[config.mk]
export PLATFORM = sky130hd
export DESIGN_NAME = adc_cfg_dev_flat
export DESIGN_NICKNAME = d
export VERILOG_FILES = /design/src/adc_cfg_pkg.sv /design/src/adc_cfg_if.sv /design/src/strap_decode.sv /design/src/adc_cfg_dev.sv /design/src/flat_wrapper.sv
export SDC_FILE = /design/constraint.sdc
export NUM_CORES = 1
export LEC_CHECK = 0
export BUFFER_PORTS_ARGS = -buffer_cell sky130_fd_sc_hd__buf_2
export CAP_MARGIN = 20
export CORE_ASPECT_RATIO = 0.6
export CORE_MARGIN = 5
export CORE_UTILIZATION = 52
export DETAILED_ROUTE_END_ITERATION = 7
export GPL_ROUTABILITY_DRIVEN = 0
export PLACE_DENSITY = 0.71
export SLEW_MARGIN = 20
export SYNTH_ARGS = -nofsm -noshare
export SYNTH_HDL_FRONTEND = slang
export SYNTH_SLANG_ARGS = --single-unit
[constraint.sdc]
create_clock -name ref_clk -period 1.95 [get_ports ref_clk]
set_input_delay 0.39 -clock ref_clk [delete_from_list [all_inputs] [get_ports ref_clk]]
set_output_delay 0.39 -clock ref_clk [all_outputs]
set_load 0.03 [all_outputs]
[src/adc_cfg_pkg.sv]
// Contract
// RQ1: Reset pin held high selects parallel control
// RQ2: Parallel mode configures itself from pin levels
// RQ3: Parallel mode: enable/clock pins are level straps
// RQ4: Parallel mode: serial data ignored, held low
// RQ5: Reset pin low: three pins form serial port
// RQ6: Controller resets registers before serial use
// RQ7: Controller keeps reset pin low afterwards
// RQ8: Serial-only: mode pins tied to ground
// RQ9: Combined mode: mode pins stay active
// RQ10: Override zero: mode pins choose power modes
// RQ11: Override one: register bits choose power modes
// RQ12: Clock strap selects coarse gain and reference
// RQ13: Enable strap selects output format and interface
// RQ14: Three mode pins select power and mux modes
// RQ15: Results appear ten sample clocks after sampling
// RQ16: Low output supply: capture with delayed clock; the bench captures conv_out on ref_clk, with no delayed clock
// RQ17: Mode pin code table, eight modes
// RQ18: Soft reset restores defaults, then self-clears
// RQ19: Straps arrive as two-bit codes, decoded combinationally
`default_nettype none
package adc_cfg_pkg;

  // ----------------------------------------
  // Timing
  // ----------------------------------------
  localparam int CLK_PERIOD_NS = 10;
  localparam int LATENCY_CYC   = 10;
  localparam int RST_PULSE_NS  = 10;
  localparam int RST_PULSE_CYC = (RST_PULSE_NS + CLK_PERIOD_NS - 1) / CLK_PERIOD_NS;
  localparam int SCLK_HALF_NS  = 25;
  localparam int SCLK_HALF_CYC = (SCLK_HALF_NS + CLK_PERIOD_NS - 1) / CLK_PERIOD_NS;

  // ----------------------------------------
  // Serial word and device registers
  // ----------------------------------------
  localparam int WORD_W = 16;
  localparam logic [7:0] ADR_RESET  = 8'h00;
  localparam logic [7:0] ADR_POWER  = 8'h01;
  localparam logic [7:0] ADR_FORMAT = 8'h02;
  localparam int RST_BIT    = 0;
  localparam int PIN_OVERRIDE_BIT_BIT   = 0;
  localparam int PD_LSB     = 1;
  localparam int GAIN_BIT   = 0;
  localparam int EXTREF_BIT = 1;
  localparam int BIN_BIT    = 2;
  localparam int CMOS_BIT   = 3;
  localparam logic [7:0] POWER_RST  = 8'h00;
  localparam logic [7:0] FORMAT_RST = 8'h00;

  // ----------------------------------------
  // Controller APB registers
  // ----------------------------------------
  localparam logic [7:0] HOST_CTRL   = 8'h00;
  localparam logic [7:0] HOST_PINS   = 8'h04;
  localparam logic [7:0] HOST_WORD   = 8'h08;
  localparam logic [7:0] HOST_STATUS = 8'h0C;
  localparam int CTRL_PAR_BIT   = 0;
  localparam int CTRL_HWRST_BIT = 1;
  localparam int CTRL_SONLY_BIT = 2;
  localparam int PINS_SCLK_LSB  = 0;
  localparam int PINS_SEN_LSB   = 2;
  localparam int PINS_MODE_LSB  = 4;
  localparam int STAT_BUSY_BIT  = 0;
  localparam logic [2:0] CTRL_RST = 3'h0;
  localparam logic [6:0] PINS_RST = 7'h00;

  // ----------------------------------------
  // Types
  // ----------------------------------------
  typedef enum logic [1:0] {
    LVL_ZERO = 2'h0,
    LVL_3_8  = 2'h1,
    LVL_5_8  = 2'h2,
    LVL_FULL = 2'h3
  } strap_lvl_t;

  typedef enum logic [2:0] {
    MODE_NORMAL = 3'h0,
    MODE_A_OFF  = 3'h1,
    MODE_B_OFF  = 3'h2,
    MODE_AB_OFF = 3'h3,
    MODE_PD     = 3'h4,
    MODE_A_STBY = 3'h5,
    MODE_B_STBY = 3'h6,
    MODE_MUX    = 3'h7
  } mode_code_t;

  typedef struct packed {
    logic gain_35db;
    logic ext_ref;
    logic straight_bin;
    logic cmos_out;
  } cfg_t;

endpackage
`default_nettype wire

[src/adc_cfg_if.sv]
`timescale 1ns/1ps
`default_nettype none
interface adc_cfg_if;
  logic       reset_pin;          // High: parallel control or reset pulse
  logic       serial_select_n;    // Serial enable, digital use
  logic       serial_clock;       // Serial clock, digital use
  logic       serial_input_data;  // Serial data
  logic [1:0] sen_level;          // Enable pin as comparator level code
  logic [1:0] sclk_level;         // Clock pin as comparator level code
  logic       mode_pin_one;       // Mode pin, code MSB
  logic       mode_pin_two;       // Mode pin, middle
  logic       mode_pin_three;     // Mode pin, code LSB

  modport dev (
    input reset_pin, serial_select_n, serial_clock, serial_input_data,
    input sen_level, sclk_level, mode_pin_one, mode_pin_two, mode_pin_three
  );
  modport ctl (
    output reset_pin, serial_select_n, serial_clock, serial_input_data,
    output sen_level, sclk_level, mode_pin_one, mode_pin_two, mode_pin_three
  );
endinterface
`default_nettype wire

[src/strap_decode.sv]
`timescale 1ns/1ps
`default_nettype none
module strap_decode
  import adc_cfg_pkg::*;
(
  input  wire logic [1:0] sclk_level,  // Clock strap level code
  input  wire logic [1:0] sen_level,   // Enable strap level code
  output var cfg_t        cfg          // Decoded settings
);

  // Straps decoded with no state; the selector downstream registers them
  always_comb begin
    cfg = '0;
    unique case (strap_lvl_t'(sclk_level))  // RQ19
      LVL_ZERO: begin cfg.gain_35db = 1'b0; cfg.ext_ref = 1'b0; end  // RQ12
      LVL_3_8:  begin cfg.gain_35db = 1'b0; cfg.ext_ref = 1'b1; end  // RQ12
      LVL_5_8:  begin cfg.gain_35db = 1'b1; cfg.ext_ref = 1'b1; end  // RQ12
      LVL_FULL: begin cfg.gain_35db = 1'b1; cfg.ext_ref = 1'b0; end  // RQ12
    endcase
    unique case (strap_lvl_t'(sen_level))  // RQ19
      LVL_ZERO: begin cfg.straight_bin = 1'b0; cfg.cmos_out = 1'b0; end  // RQ13
      LVL_3_8:  begin cfg.straight_bin = 1'b1; cfg.cmos_out = 1'b0; end  // RQ13
      LVL_5_8:  begin cfg.straight_bin = 1'b1; cfg.cmos_out = 1'b1; end  // RQ13
      LVL_FULL: begin cfg.straight_bin = 1'b0; cfg.cmos_out = 1'b1; end  // RQ13
    endcase
  end

endmodule
`default_nettype wire

[src/adc_cfg_dev.sv]
// The APB register port and the placing of the registers were decided locally.
`timescale 1ns/1ps
`default_nettype none
module adc_cfg_dev
  import adc_cfg_pkg::*;
#(
  parameter int DATA_W  = 14,           // Sample width
  parameter int LATENCY = LATENCY_CYC   // Sample clocks to output
) (
  input  wire logic              ref_clk,       // Sample clock
  input  wire logic              nrst,          // Power-up reset, active low
  adc_cfg_if.dev                 link,          // Pins from controller
  input  wire logic [DATA_W-1:0] conv_in,       // Raw conversion result
  output logic      [DATA_W-1:0] conv_out,      // Delayed result
  output logic                   parallel_mode, // Pins control the device
  output logic                   gain_35db,     // Coarse gain 3.5 dB
  output logic                   ext_ref,       // External reference
  output logic                   straight_bin,  // Straight binary, else 2s
  output logic                   cmos_out,      // CMOS, else DDR LVDS
  output logic                   cha_out_off,   // Channel A buffer off
  output logic                   chb_out_off,   // Channel B buffer off
  output logic                   global_pd,     // Global power-down
  output logic                   cha_standby,   // Channel A standby
  output logic                   chb_standby,   // Channel B standby
  output logic                   mux_mode       // Multiplexed CMOS output
);

  // ----------------------------------------
  // Configuration source
  // ----------------------------------------

  // Level of the reset pin picks pins or registers
  logic par_mode;
  assign par_mode = link.reset_pin;  // RQ1

  // ----------------------------------------
  // Serial receiver
  // ----------------------------------------

  logic              sclk_prev_q;
  logic [14:0]       shift_q;
  logic [3:0]        bit_cnt_q;
  logic              sclk_fall;
  logic              word_done;
  logic [WORD_W-1:0] word;

  // Port only listens with reset pin low; data pin is dead otherwise
  assign sclk_fall = sclk_prev_q & ~link.serial_clock
                   & ~link.serial_select_n & ~par_mode;  // RQ5 RQ4
  assign word      = {shift_q, link.serial_input_data};
  assign word_done = sclk_fall & (bit_cnt_q == 4'hF);

  // Clock history for falling-edge detect
  always_ff @(posedge ref_clk) begin
    if (!nrst) begin
      sclk_prev_q <= 1'b0;
    end else begin
      sclk_prev_q <= link.serial_clock;
    end
  end

  // Bits latched on each falling clock edge
  always_ff @(posedge ref_clk) begin
    if (!nrst) begin
      shift_q <= '0;
    end else if (sclk_fall) begin
      shift_q <= word[14:0];  // RQ5
    end
  end

  // Enable high drops a partial word; the count wraps, so each further 16 bits in a frame form another word
  always_ff @(posedge ref_clk) begin
    if (!nrst || link.serial_select_n || par_mode) begin
      bit_cnt_q <= 4'h0;
    end else if (sclk_fall) begin
      bit_cnt_q <= bit_cnt_q + 4'h1;
    end
  end

  // ----------------------------------------
  // Registers
  // ----------------------------------------

  logic [7:0] power_q;
  logic [7:0] format_q;
  logic       soft_rst_q;
  logic       regs_dflt;
  logic       wr_power;
  logic       wr_format;
  logic       wr_reset;

  // Pin pulse and soft reset both force defaults
  assign regs_dflt = par_mode | soft_rst_q;  // RQ18
  assign wr_power  = word_done & (word[15:8] == ADR_POWER);
  assign wr_format = word_done & (word[15:8] == ADR_FORMAT);
  assign wr_reset  = word_done & (word[15:8] == ADR_RESET);

  // Self-clearing soft reset, one cycle wide
  always_ff @(posedge ref_clk) begin
    if (!nrst || par_mode) begin
      soft_rst_q <= 1'b0;
    end else begin
      soft_rst_q <= wr_reset & word[RST_BIT];  // RQ18
    end
  end

  // Override and power-down code
  always_ff @(posedge ref_clk) begin
    if (!nrst || regs_dflt) begin
      power_q <= POWER_RST;  // RQ18
    end else if (wr_power) begin
      power_q <= word[7:0];
    end
  end

  // Gain, reference and output format
  always_ff @(posedge ref_clk) begin
    if (!nrst || regs_dflt) begin
      format_q <= FORMAT_RST;  // RQ18
    end else if (wr_format) begin
      format_q <= word[7:0];
    end
  end

  // ----------------------------------------
  // Setting selection
  // ----------------------------------------

  cfg_t       strap_cfg;
  cfg_t       reg_cfg;
  cfg_t       cfg_sel;
  mode_code_t pin_code;
  mode_code_t reg_code;
  mode_code_t mode_sel;
  logic       pin_override_bit;

  strap_decode u_strap (
    .sclk_level (link.sclk_level),
    .sen_level  (link.sen_level),
    .cfg        (strap_cfg)
  );

  // Register image of the strap settings
  always_comb begin
    reg_cfg              = '0;
    reg_cfg.gain_35db    = format_q[GAIN_BIT];
    reg_cfg.ext_ref      = format_q[EXTREF_BIT];
    reg_cfg.straight_bin = format_q[BIN_BIT];
    reg_cfg.cmos_out     = format_q[CMOS_BIT];
  end

  // Straps only count in parallel mode
  assign cfg_sel = par_mode ? strap_cfg : reg_cfg;  // RQ2 RQ3

  // Mode pins are live in every mode; override reachable only serially
  assign pin_code = mode_code_t'({link.mode_pin_one, link.mode_pin_two,
                                  link.mode_pin_three});  // RQ14 RQ9
  assign reg_code = mode_code_t'(power_q[PD_LSB +: 3]);
  assign pin_override_bit     = ~par_mode & power_q[PIN_OVERRIDE_BIT_BIT];
  assign mode_sel = pin_override_bit ? reg_code : pin_code;  // RQ10 RQ11

  // ----------------------------------------
  // Mode outputs
  // ----------------------------------------

  logic [5:0] pwr_d;  // a_off, b_off, pd, a_stby, b_stby, mux

  // Power flags from the mode code; one flag per code, except none for MODE_NORMAL and two for MODE_AB_OFF
  always_comb begin
    pwr_d = 6'h00;
    unique case (mode_sel)  // RQ17
      MODE_NORMAL: pwr_d = 6'h00;
      MODE_A_OFF:  pwr_d = 6'h20;
      MODE_B_OFF:  pwr_d = 6'h10;
      MODE_AB_OFF: pwr_d = 6'h30;
      MODE_PD:     pwr_d = 6'h08;
      MODE_A_STBY: pwr_d = 6'h04;
      MODE_B_STBY: pwr_d = 6'h02;
      MODE_MUX:    pwr_d = 6'h01;
    endcase
  end

  // Registered so that pin glitches give one clean update per cycle
  always_ff @(posedge ref_clk) begin
    if (!nrst) begin
      parallel_mode <= 1'b0;
      gain_35db     <= 1'b0;
      ext_ref       <= 1'b0;
      straight_bin  <= 1'b0;
      cmos_out      <= 1'b0;
    end else begin
      parallel_mode <= par_mode;  // RQ1
      gain_35db     <= cfg_sel.gain_35db;  // RQ2
      ext_ref       <= cfg_sel.ext_ref;
      straight_bin  <= cfg_sel.straight_bin;
      cmos_out      <= cfg_sel.cmos_out;
    end
  end

  // Power flags; mux only exists on the CMOS interface
  always_ff @(posedge ref_clk) begin
    if (!nrst) begin
      cha_out_off <= 1'b0;
      chb_out_off <= 1'b0;
      global_pd   <= 1'b0;
      cha_standby <= 1'b0;
      chb_standby <= 1'b0;
      mux_mode    <= 1'b0;
    end else begin
      cha_out_off <= pwr_d[5];  // RQ14
      chb_out_off <= pwr_d[4];
      global_pd   <= pwr_d[3];
      cha_standby <= pwr_d[2];
      chb_standby <= pwr_d[1];
      mux_mode    <= pwr_d[0] & cfg_sel.cmos_out;
    end
  end

  // ----------------------------------------
  // Low-latency data path
  // ----------------------------------------

  logic [DATA_W-1:0] pipe_q [LATENCY];

  // Fixed delay line; costs LATENCY words of flops
  always_ff @(posedge ref_clk) begin
    if (!nrst) begin
      for (int i = 0; i < LATENCY; i++) begin
        pipe_q[i] <= '0;
      end
    end else begin
      pipe_q[0] <= conv_in;  // RQ15
      for (int i = 1; i < LATENCY; i++) begin
        pipe_q[i] <= pipe_q[i-1];
      end
    end
  end

  assign conv_out = pipe_q[LATENCY-1];  // RQ15

endmodule
`default_nettype wire

[src/flat_wrapper.sv]
// flat-port wrapper written by rule: the top's interface ports become plain ports
module adc_cfg_dev_flat import adc_cfg_pkg::*;
#(
  parameter int DATA_W  = 14,                          
  parameter int LATENCY = LATENCY_CYC                             
)
  (ref_clk, nrst, conv_in, conv_out, parallel_mode, gain_35db, ext_ref, straight_bin, cmos_out, cha_out_off, chb_out_off, global_pd, cha_standby, chb_standby, mux_mode, link_reset_pin, link_serial_select_n, link_serial_clock, link_serial_input_data, link_sen_level, link_sclk_level, link_mode_pin_one, link_mode_pin_two, link_mode_pin_three);
  adc_cfg_if link_i ();
  input  wire logic ref_clk;
  input  wire logic nrst;
  input  wire logic [DATA_W-1:0] conv_in;
  output logic      [DATA_W-1:0] conv_out;
  output logic parallel_mode;
  output logic gain_35db;
  output logic ext_ref;
  output logic straight_bin;
  output logic cmos_out;
  output logic cha_out_off;
  output logic chb_out_off;
  output logic global_pd;
  output logic cha_standby;
  output logic chb_standby;
  output logic mux_mode;
  input wire logic [$bits(link_i.reset_pin)-1:0] link_reset_pin;
  input wire logic [$bits(link_i.serial_select_n)-1:0] link_serial_select_n;
  input wire logic [$bits(link_i.serial_clock)-1:0] link_serial_clock;
  input wire logic [$bits(link_i.serial_input_data)-1:0] link_serial_input_data;
  input wire logic [$bits(link_i.sen_level)-1:0] link_sen_level;
  input wire logic [$bits(link_i.sclk_level)-1:0] link_sclk_level;
  input wire logic [$bits(link_i.mode_pin_one)-1:0] link_mode_pin_one;
  input wire logic [$bits(link_i.mode_pin_two)-1:0] link_mode_pin_two;
  input wire logic [$bits(link_i.mode_pin_three)-1:0] link_mode_pin_three;
  assign link_i.reset_pin = link_reset_pin;
  assign link_i.serial_select_n = link_serial_select_n;
  assign link_i.serial_clock = link_serial_clock;
  assign link_i.serial_input_data = link_serial_input_data;
  assign link_i.sen_level = link_sen_level;
  assign link_i.sclk_level = link_sclk_level;
  assign link_i.mode_pin_one = link_mode_pin_one;
  assign link_i.mode_pin_two = link_mode_pin_two;
  assign link_i.mode_pin_three = link_mode_pin_three;
  adc_cfg_dev #(.DATA_W(DATA_W), .LATENCY(LATENCY)) u_core (.ref_clk(ref_clk), .nrst(nrst), .link(link_i), .conv_in(conv_in), .conv_out(conv_out), .parallel_mode(parallel_mode), .gain_35db(gain_35db), .ext_ref(ext_ref), .straight_bin(straight_bin), .cmos_out(cmos_out), .cha_out_off(cha_out_off), .chb_out_off(chb_out_off), .global_pd(global_pd), .cha_standby(cha_standby), .chb_standby(chb_standby), .mux_mode(mux_mode));
endmodule
==> key figures, run 1 <==
Finish
  – Final core utilization: 62.6%
  – Area growth from synthesis to layout: 15.6%
  – Total of fill cells in the finished design: 816
  – Reg area: 0.00360 sq mm
  – Diode count: 0
  – Multi-input gate area: 0.00163 sq mm
  – Final Instance Count excl. Fillers: 668
  – NumNets Final: 551
  – Fraction of layout cells with a size suffix above 1: 17.4%

Floorplanning
  – FP Rows: 28
  – Core Region: 0.0100 sq mm
  – Chip width: 142 um
  – Initial Util: 54.2%
  – Die Ht: 89.2 um
  – Die area: 0.0127 sq mm
  – I/O pin total: 52

Drt
  – Via Count: 2,823
  – DRT Pass-1 Iters: 4
  – Met2 wire length: 2970 um
  – Initial drt markers: 151
  – Met1 wire length: 3570 um
  – Post-Route WL: 7240 um
  – Drt wl/cell: 10.8 um
  – Met3 WL: 547 um
  – Antenna viol nets, final: 0
  – Post-DR vias/cell: 4.23
  – # DRC: 0
  – Top sig layer: met4

Worst setup path
  – Setup CP Type: reg2reg
  – CP endpoint kind: flip-flop
  – Worst EP arrival: 2.16 ns
  – Crit start category: flip-flop
  – CP required: 2.28 ns
  – CP max FO: 4

Logic synthesis
  – Top_reg_cell synth: dfxtp_1
  – Async SR Flop Fraction: 0%
  – Synth warn: 0
  – Area contributors post-synth: dfxtp_1 (66%), and2_1 (16%), nand2_1 (3.3%)
  – Cell count after synthesis: 482
  – Seq/Total Area, Yosys: 66.4%
  – Post-synthesis cell type count: 29
  – Syn Nets: 513
  – Post-synth EDFFs: 0
  – Post-synth top area share: 66.4%
  – Post-Syn Area: 0.00543 sq mm
  – Synth Register Bits: 180
  – Syn Area/Cell: 11.3 sq um
  – Largest area contributor in the netlist: dfxtp_1

Power
  – Cell Pwr Density: 1110 mW/mm^2
  – Tot Pwr: 6.99 mW
  – Leakage power: 2.69 nW
  – Worst vdd ir: 0.674 mV

Timing
  – Final count of pins violating max slew: 0
  – Setup Total Neg Slack: 0 ns
  – Worst setup margin: 0.120 ns
  – Slew HR: 69.0%
  – Final Critical Period: 1.83 ns
  – Final setup vio count: 0
  – Skew final: 0.00702 ns
  – Max Freq: 546 MHz
  – RSZ-0062 raised after global routing: false
  – Fin. Hold Viols: 0
  – Period utilization: 93.9%
  – Slew at the pin closest to its max-slew limit: 0.466 ns

Global routing
  – Largest net degree at the start of global routing: 168
  – Remaining global-route overflow: 0
  – Initial antenna violation count: 0
  – Wire length of the first global-routing pass: 12,000 um
  – Vias in the first global route: 2,646
  – All-Layer GR Usage: 12.1%

Clocking
  – CTS tree: done
  – # H-tree levels: 4
  – Clk sinks: 180
  – Clock Latency Late Sink: 0.41 ns
  – Root Buffer: clkbuf_16
  – Num CTS Buffers: 17
  – CTS clock-pin slew for the worst setup and hold paths: 0.07 ns
  – Max clock buf depth: 2

Placement
  – Pre-CTS setup slack: 0.0375 ns
  – Placed insts: 635
  – Buffers on Ports: 51
  – HPWL after detailed placement: 4440 um

Outcome
  – Status: completed

Flow run
  – MaxCap Viol Count: 0

Worst hold path
  – Hold Crit Class: in2reg
-- metrics by stage --
stage               hold slack (ns)  instance area, sq um
floorplan                     0.412                  5430
global placement              0.415                  5710
detailed placement            0.418                  5710
CTS                           0.163                  6260
global route                  0.176                  6280
finish                        0.183                  6280
-- cells in the mapped netlist, types with 2 or more instances --
cell type  instances
a21boi_0          15
and2_1           142
buf_2              3
buf_4             14
clkbuf_1          21
dfxtp_1          180
ha_1               4
inv_1              3
mux2i_1           14
nand2_1           48
nand3_1            3
nand4_1            2
nor2_1            12
nor2b_1            3
nor3_1             2
xnor2_1            2
xor2_1             2
-- repair_timing --
item                       4_1_cts  5_1_grt
buffers inserted                 0        1
hold buffers                     0        0
gates resized for setup          0        2
setup endpoints to repair        0        8
-- final timing paths --
check / slack, ns / endpoint / cells past startpoint / from
max: 0.12 / u_core.power_q[3] / 6 / u_core.bit_cnt_q[0]
min: 0.18 / u_core.pipe_q[0][13] / 2 / conv_in[13]
max reg2reg: 0.12 / u_core.power_q[3] / 6 / u_core.bit_cnt_q[0]
min reg2reg: 0.43 / u_core.pipe_q[0][81] / 1 / u_core.pipe_q[0][67]
-- worst max-delay path, cell delays in order (launching register included) --
cell and delay (ns):
dfxtp_1 0.38, ha_1 0.18, nor4bb_1 0.29, nand4_1 0.11, buf_4 0.18, or3b_4 0.42
mux2i_1 0.19
-- registers in the layout, indices dropped and copies added, names as in the netlist, 4 cells and up --
name              count
u_core.power_q        4
u_core.pipe_q       140
u_core.shift_q       15
u_core.bit_cnt_q      4
u_core.format_q       4
-- final cells by class --
cell class                 instances  area share, %
sequential                       180           57.4
multi-input combinational        261           25.9
clock buffer                      19           7.22
timing repair buffer              57           5.02
tap                              135           2.69
clock inverter                    13           1.57
inverter                           3          0.179
-- layer usage --
| metal | vias to the layer above | global-route usage [%] |
|---|---|---|
| li1 | 1560 | - |
| met1 | 1156 | 15.6 |
| met2 | 89 | 17.7 |
| met3 | 18 | 4.76 |
| met4 | 0 | 6.53 |
| met5 | - | 0 |
-- cells by family (layout without fill, tap and decap cells) --
kind of cell | count (synthesis) | in the layout | synth area share (%)
flip-flops | 180 | 180 | 66.4
adder cells (fa/ha/maj) | 4 | 4 | 0.922
AND/OR/NAND/NOR | 221 | 221 | 23.1
AO/OA/AOI/OAI | 17 | 17 | 2.35
XOR/XNOR | 4 | 4 | 0.645
buffers and inverters | 41 | 92 | 3.87
multiplexers | 15 | 15 | 2.79
-- cells in the final DEF (no fill, tap or decap), types with 4 or more instances in the layout --
cell / count
dfxtp_1: 180
and2_1: 142
buf_2: 50
nand2_1: 48
clkbuf_16: 17
a21boi_0: 15
mux2i_1: 14
nor2_1: 12
buf_4: 6
ha_1: 4
inv_6: 4
-- power breakdown --
| part | internal, mW | switching (mW) |
|---|---|---|
| logic | 0.0764 | 0.103 |
| registers | 3.73 | 0.0110 |
| clock network | 1.71 | 1.35 |
(Power assumes the default switching activity.)
==> run 2, diff against run 1 <==
--- a/config.mk
+++ b/config.mk
@@ -5,7 +5,7 @@
 export SDC_FILE = /design/constraint.sdc
 export NUM_CORES = 1
 export LEC_CHECK = 0
-export BUFFER_PORTS_ARGS = -buffer_cell sky130_fd_sc_hd__buf_2
+export BUFFER_PORTS_ARGS = -buffer_cell sky130_fd_sc_hd__buf_4
 export CAP_MARGIN = 20
 export CORE_ASPECT_RATIO = 0.6
 export CORE_MARGIN = 5
==> run 2 against run 1 <==
Total power increased by 6.4%. Combinational power increased by 11%. Register-to-register slack about the same. Largest power group unchanged. Via count increased by 2.8%. Largest cell class unchanged. Highest routed layer unchanged. Clock skew about the same. Sequential power about the same. Die area unchanged. Critical path depth unchanged. Setup slack about the same. Global-route usage increased by 0.43 points.
==> key figures, run 2 (synthesis results as in run 1) <==
Drt
  – Initial drt markers: 130 (-14%)
  – Met1 wire length: 3580 um (+0.28%)
  – Antenna viol nets, final: 0 (unchanged)
  – # DRC: 0 (unchanged)
  – Met3 WL: 637 um (+16%)
  – Post-Route WL: 7300 um (+0.77%)
  – Post-DR vias/cell: 4.34 (+2.6%)
  – DRT Pass-1 Iters: 5 (+1)
  – Top sig layer: met4
  – Via Count: 2,902 (+2.8%)
  – Met2 wire length: 3010 um (+1.3%)
  – Drt wl/cell: 10.9 um (+0.62%)

Floorplanning
  – I/O pin total: 52 (unchanged)
  – Die Ht: 89.2 um (unchanged)
  – Die area: 0.0127 sq mm (unchanged)
  – Core Region: 0.0100 sq mm (unchanged)
  – Initial Util: 54.2% (unchanged)
  – FP Rows: 28 (unchanged)
  – Chip width: 142 um (unchanged)

Global routing
  – Vias in the first global route: 2,698 (+2.0%)
  – Largest net degree at the start of global routing: 168 (unchanged)
  – Wire length of the first global-routing pass: 12,500 um (+4.3%)
  – Remaining global-route overflow: 0 (unchanged)
  – Initial antenna violation count: 0 (unchanged)
  – All-Layer GR Usage: 12.5% (+0.43 points)

Power
  – Cell Pwr Density: 1150 mW/mm^2 (+3.0%)
  – Internal: 6.00 mW (+8.7%)
  – Worst vdd ir: 0.632 mV (-6.3%)
  – Combinational share of power: 2.7% (about the same)
  – Clock power share: 46.9% (+3.1 points)
  – Sw Share: 19.2% (-1.8 points)
  – Tot Pwr: 7.43 mW (+6.4%)
  – Net Sw Power: 1.43 mW (-2.5%)
  – Leakage power: 2.74 nW (+2.0%)
  – Part of the power in registers: 50.4% (-3.2 points)

Timing
  – Slew at the pin closest to its max-slew limit: 0.461 ns (-0.00479 ns)
  – RSZ-0062 raised after global routing: false
  – Final setup vio count: 0 (unchanged)
  – Skew final: 0.00669 ns (-0.000332 ns)
  – Final Critical Period: 1.83 ns (+0.000440 ns)
  – Period utilization: 93.9% (about the same)
  – Worst setup margin: 0.119 ns (-0.000440 ns)
  – Slew HR: 69.3% (+0.32 points)
  – Max Freq: 546 MHz (about the same)
  – Final count of pins violating max slew: 0 (unchanged)
  – Fin. Hold Viols: 0 (unchanged)

Finish
  – Diode count: 0 (unchanged)
  – Biggest register: u_core.pipe_q
  – Fraction of layout cells with a size suffix above 1: 17.4% (-0.033 points)
  – Total of fill cells in the finished design: 792 (-2.9%)
  – Most frequent cells in the layout: dfxtp_1 (180), and2_1 (142), buf_4 (57), nand2_1 (48), clkbuf_16 (17)
  – NumNets Final: 552 (+0.18%)
  – Top Registers: u_core.pipe_q x140, u_core.shift_q x15
  – Area growth from synthesis to layout: 19.4%
  – Commonest non-fill, non-tap cell in the layout: dfxtp_1
  – Largest register FFs: 140 (unchanged)

Clocking
  – Clk sinks: 180 (unchanged)
  – CTS clock-pin slew for the worst setup and hold paths: 0.06 ns (about the same)
  – Num CTS Buffers: 17 (unchanged)
  – CTS tree: done
  – # H-tree levels: 4 (unchanged)
  – Root Buffer: clkbuf_16
  – Clock Latency Late Sink: 0.41 ns (about the same)
  – Max clock buf depth: 2 (unchanged)

Worst setup path
  – Crit start category: flip-flop
  – CP max FO: 4 (unchanged)
  – Cells on worst reg2reg path: 6 (unchanged)
  – CP required: 2.24 ns (-0.04 ns)
  – Setup CP Type: reg2reg
  – CP endpoint kind: flip-flop
  – Worst setup path start: u_core.bit_cnt_q[1]
  – Worst EP arrival: 2.12 ns (-0.04 ns)
  – Crit Reg-Reg Startpoint: u_core.bit_cnt_q[1]

Worst hold path
  – HP Start: conv_in[3]
  – Hold Path Depth: 2 (unchanged)
  – Hold Crit Class: in2reg

Outcome
  – Status: completed

Placement
  – HPWL after detailed placement: 4530 um (+2.1%)
  – Pre-CTS setup slack: -0.0116 ns (-0.0492 ns)
  – Buffers on Ports: 51 (unchanged)

Flow run
  – MaxCap Viol Count: 0 (unchanged)
-- run 2: cell count changes in the layout (fill, tap and decap cells not counted), sizes merged --
cell	previous run	this run
buf	57	58
inv	7	3
bufinv	0	4
clkinvlp	3	4
clkinv	6	5
-- run 2: final cells by class --
| cell class | count | area, sq um | area share [%] |
|---|---|---|---|
| Inverter | 3 | 11.3 | 0.174 |
| Tap cell | 135 | 169 | 2.61 |
| Clock buffer | 19 | 443 | 6.83 |
| Clock inverter | 13 | 183 | 2.82 |
| Sequential cell | 180 | 3600 | 55.6 |
| Multi-Input combinational cell | 261 | 1630 | 25.1 |
| Timing Repair Buffer | 58 | 448 | 6.91 |
-- run 2: power by group through the flow --
| stage | clock network [mW] | logic [mW] | registers [mW] |
|---|---|---|---|
| 6_report | 3.49 | 0.198 | 3.74 |
| 5_1_grt | 3.74 | 0.222 | 3.75 |
| 3_3_place_gp | 0 | 0.194 | 3.82 |
| 2_1_floorplan | 0 | 0.101 | 3.84 |
| 3_5_place_dp | 0 | 0.200 | 3.83 |
| 4_1_cts | 3.55 | 0.200 | 3.74 |
-- run 2: final timing paths --
path         slack (ns)                     to
max                0.12      u_core.power_q[3]
min                0.18    u_core.pipe_q[0][3]
max reg2reg        0.12      u_core.power_q[3]
min reg2reg        0.43  u_core.pipe_q[0][102]
-- run 2: stage by stage --
| stage | TNS, ns | hold WS (ns) | cell area, sq um | cells | utilization (%) |
|---|---|---|---|---|---|
| global placement | 0 | 0.415 | 5830 | 635 | 58.2 |
| finish | 0 | 0.181 | 6480 | 669 | 64.7 |
| CTS | 0 | 0.166 | 6460 | 667 | 64.5 |
| floorplan | 0 | 0.412 | 5430 | 482 | - |
| detailed placement | -0.0116 | 0.418 | 5830 | 635 | 58.2 |
| global route | 0 | 0.168 | 6480 | 669 | 64.7 |
-- run 2: repair_timing --
item | 4_1_cts | 5_1_grt
hold buffers | 0 | 0
setup endpoints to repair | 0 | 8
hold endpoints to repair | 0 | 0
setup buffers | 0 | 2
gates resized for setup | 0 | 2
-- run 2: critical path: stages (launching register included) --
cell	delay (ns)
dfxtp_1	0.37
ha_1	0.18
nor4bb_1	0.28
nand4_1	0.14
buf_4	0.19
or3b_4	0.42
mux2i_1	0.14
-- run 2: routing by layer --
layer	GRT usage [%]	vias up
met1	16.6	1249
met4	4.36	0
li1	-	1559
met5	0	-
met2	18.2	84
met3	5.88	10
==> run 3, diff against run 2 <==
--- a/config.mk
+++ b/config.mk
@@ -5,6 +5,7 @@
 export SDC_FILE = /design/constraint.sdc
 export NUM_CORES = 1
 export LEC_CHECK = 0
+export ABC_AREA = 1
 export BUFFER_PORTS_ARGS = -buffer_cell sky130_fd_sc_hd__buf_4
 export CAP_MARGIN = 20
 export CORE_ASPECT_RATIO = 0.6
==> run 3 against run 2 <==
Sequential share of layout area down 1.3 points. Area after synthesis up 4.6%. Fmax up 37%. Largest cell class unchanged. Design area up 2.4%. Clock skew down 0.0011 ns.
==> key figures, run 3 <==
Outcome
  – Status: completed

Worst setup path
  – CP max FO: 6 (+2)
  – FF-to-FF End: u_core.power_q[3]
  – Worst setup path start: u_core.bit_cnt_q[0]
  – R2r setup slk: 0.61 ns (+0.49 ns)
  – Worst Setup EP: u_core.power_q[3]
  – Crit start category: flip-flop
  – Setup CP Type: reg2reg
  – CP endpoint kind: flip-flop
  – Worst EP arrival: 1.65 ns (-0.47 ns)
  – Cells on worst reg2reg path: 6 (unchanged)
  – CP required: 2.26 ns (+0.02 ns)
  – Crit Reg-Reg Startpoint: u_core.bit_cnt_q[0]

Logic synthesis
  – Post-synth EDFFs: 0 (unchanged)
  – Post-synthesis cell type count: 28 (-3.4%)
  – Synth Register Bits: 180 (unchanged)
  – Post-Syn Area: 0.00568 sq mm (+4.6%)
  – Top_reg_cell synth: dfxtp_1
  – Area contributors post-synth: dfxtp_1 (63%), nand2_1 (12%), inv_1 (11%)
  – Seq/Total Area, Yosys: 63.4% (-2.9 points)
  – Syn Nets: 695 (+35%)
  – Post-synth top area share: 63.4% (-2.9 points)
  – Commonest cells post-synth: dfxtp_1 (180), nand2_1 (177), inv_1 (162)
  – Largest area contributor in the netlist: dfxtp_1
  – Syn Area/Cell: 8.56 sq um (-24%)
  – Cell with the most instances after synthesis: dfxtp_1
  – Async SR Flop Fraction: 0% (unchanged)
  – Synth warn: 0 (unchanged)
  – Cell count after synthesis: 664 (+38%)

Finish
  – Final core utilization: 62.5% (-2.2 points)
  – Area growth from synthesis to layout: 16.9%
  – Fraction of layout cells with a size suffix above 1: 13.9% (-3.5 points)
  – Diode count: 0 (unchanged)
  – Most frequent cells in the layout: dfxtp_1 (180), nand2_1 (177), inv_1 (162), buf_4 (51), nor2_1 (45)
  – Top Registers: u_core.pipe_q x140, u_core.shift_q x15
  – Largest register FFs: 140 (unchanged)
  – NumNets Final: 731 (+32%)
  – Biggest register: u_core.pipe_q
  – Design area: 0.00664 sq mm (+2.4%)
  – Final Instance Count excl. Fillers: 852 (+27%)
  – Commonest non-fill, non-tap cell in the layout: dfxtp_1

Drt
  – Antenna viol nets, final: 0 (unchanged)
  – Initial drt markers: 251 (+93%)
  – Post-Route WL: 7380 um (+1.1%)
  – # DRC: 0 (unchanged)
  – Drt wl/cell: 8.66 um (-21%)
  – Via Count: 3,407 (+17%)
  – Post-DR vias/cell: 4.00 (-7.8%)
  – DRT Pass-1 Iters: 4 (-1)

Global routing
  – Remaining global-route overflow: 0 (unchanged)
  – All-Layer GR Usage: 12.8% (+0.23 points)
  – Largest net degree at the start of global routing: 127 (-24%)
  – Vias in the first global route: 3,205 (+19%)
  – Initial antenna violation count: 0 (unchanged)
  – Wire length of the first global-routing pass: 13,900 um (+11%)

Floorplanning
  – I/O pin total: 52 (unchanged)
  – Chip width: 145 um (+2.1%)
  – Initial Util: 53.4% (-0.75 points)
  – Die Ht: 91.0 um (+2.0%)
  – Core Region: 0.0106 sq mm (+6.1%)
  – FP Rows: 29 (+3.6%)
  – Die area: 0.0132 sq mm (+4.2%)

Timing
  – Slew at the pin closest to its max-slew limit: 0.459 ns (-0.00204 ns)
  – Period utilization: 68.7% (-25 points)
  – Skew final: 0.00563 ns (-0.00106 ns)
  – Slew HR: 69.4% (+0.14 points)
  – Final Critical Period: 1.34 ns (-0.491 ns)
  – RSZ-0062 raised after global routing: false
  – Final setup vio count: 0 (unchanged)
  – Setup Total Neg Slack: 0 ns (unchanged)
  – Final count of pins violating max slew: 0 (unchanged)
  – Max Freq: 746 MHz (+37%)
  – Fin. Hold Viols: 0 (unchanged)

Clocking
  – CTS tree: done
  – Post-CTS setup buffer count: 0 (unchanged)
  – Num CTS Buffers: 17 (unchanged)
  – Clk sinks: 180 (unchanged)
  – Hold-fix buffers at CTS: 0 (unchanged)
  – Max clock buf depth: 2 (unchanged)
  – # resized after CTS: 0 (unchanged)
  – CTS clock-pin slew for the worst setup and hold paths: 0.07 ns (about the same)
  – Root Buffer: clkbuf_16
  – # H-tree levels: 4 (unchanged)
  – Clock Latency Late Sink: 0.42 ns (about the same)

Worst hold path
  – Hold Crit Class: in2reg

Placement
  – Buffers on Ports: 51 (unchanged)
  – Placed insts: 820 (+29%)
  – HPWL after detailed placement: 4740 um (+4.7%)
  – Placed Area: 0.00604 sq mm (+3.6%)

Power
  – Leakage power: 3.91 nW (+43%)
  – Worst vdd ir: 0.722 mV (+14%)
  – Cell Pwr Density: 1100 mW/mm^2 (-3.8%)

Flow run
  – MaxCap Viol Count: 0 (unchanged)
-- run 3: changes by cell type in the layout (fill, tap and decap cells not counted), moves of 4 or more --
cell      delta
a21oi_1     +11
nor2_2       +4
inv_1      +159
a21boi_0    -15
nor2_1      +33
and2_1     -142
o21ai_0     +17
buf_4        -6
mux2i_1     -14
nand2_1    +129
-- run 3: critical path, stage by stage, from the launching register on --
cell and delay (ns):
dfxtp_1 0.36, ha_1 0.23, nand3_2 0.18, nor2_8 0.21, nand2_4 0.09, nor2_1 0.11
nor2_1 0.05
-- run 3: final cells by class --
cell class / instances / area (sq um)
flip-flops and latches: 180 / 3600
repair buffers: 52 / 403
clock buffers: 17 / 425
clock inverters: 15 / 173
multi-input cells: 284 / 1240
well taps: 139 / 174
inverters: 165 / 622
fillers: 873 / 3990
-- run 3: how the worst min path moves through the flow --
stage                     cells past startpoint            startpoint  slack [ns]                    end
after global routing                          3            conv_in[7]        0.14    u_core.pipe_q[0][7]
after global placement                        2  u_core.pipe_q[0][73]        0.40   u_core.pipe_q[0][87]
after CTS                                     3            conv_in[1]        0.13    u_core.pipe_q[0][1]
after detailed placement                      2  u_core.pipe_q[0][49]        0.39   u_core.pipe_q[0][63]
after floorplan                               2  u_core.pipe_q[0][86]        0.39  u_core.pipe_q[0][100]
final                                         3           conv_in[11]        0.15   u_core.pipe_q[0][11]
-- run 3: cell families after synthesis --
| family | synth area share [%] |
|---|---|
| AOI/OAI and AO/OA | 3.17 |
| xor gates and xnor gates | 0.154 |
| adders and majority gates | 0.881 |
| buffers and inverters | 14.8 |
| DFF | 63.4 |
| and+or+nand+nor | 17.6 |
-- run 3: report_power, final --
| part | leakage, nW | internal (mW) | switching (mW) |
|---|---|---|---|
| logic | 2.17 | 0.0871 | 0.136 |
| clock network | 0.282 | 1.92 | 1.42 |
| registers | 1.46 | 3.74 | 0.0182 |
-- run 3: metrics by stage --
step | power, mW | worst slack (ns) | hold WS [ns]
final | 7.32 | 0.610 | 0.150
after floorplan | 3.99 | 0.803 | 0.390
after global routing | 7.63 | 0.500 | 0.139
after detailed placement | 4.06 | 0.544 | 0.395
after CTS | 7.41 | 0.605 | 0.130
after global placement | 4.06 | 0.588 | 0.395
-- run 3: per-layer routing --
| layer | track usage, % | vias up | routed length (um) |
|---|---|---|---|
| met5 | 0 | - | 0 |
| met3 | 5.37 | 5 | 553 |
| met2 | 19.3 | 80 | 3140 |
| li1 | - | 1933 | - |
| met1 | 16.1 | 1389 | 3620 |
| met4 | 5.64 | 0 | 61 |
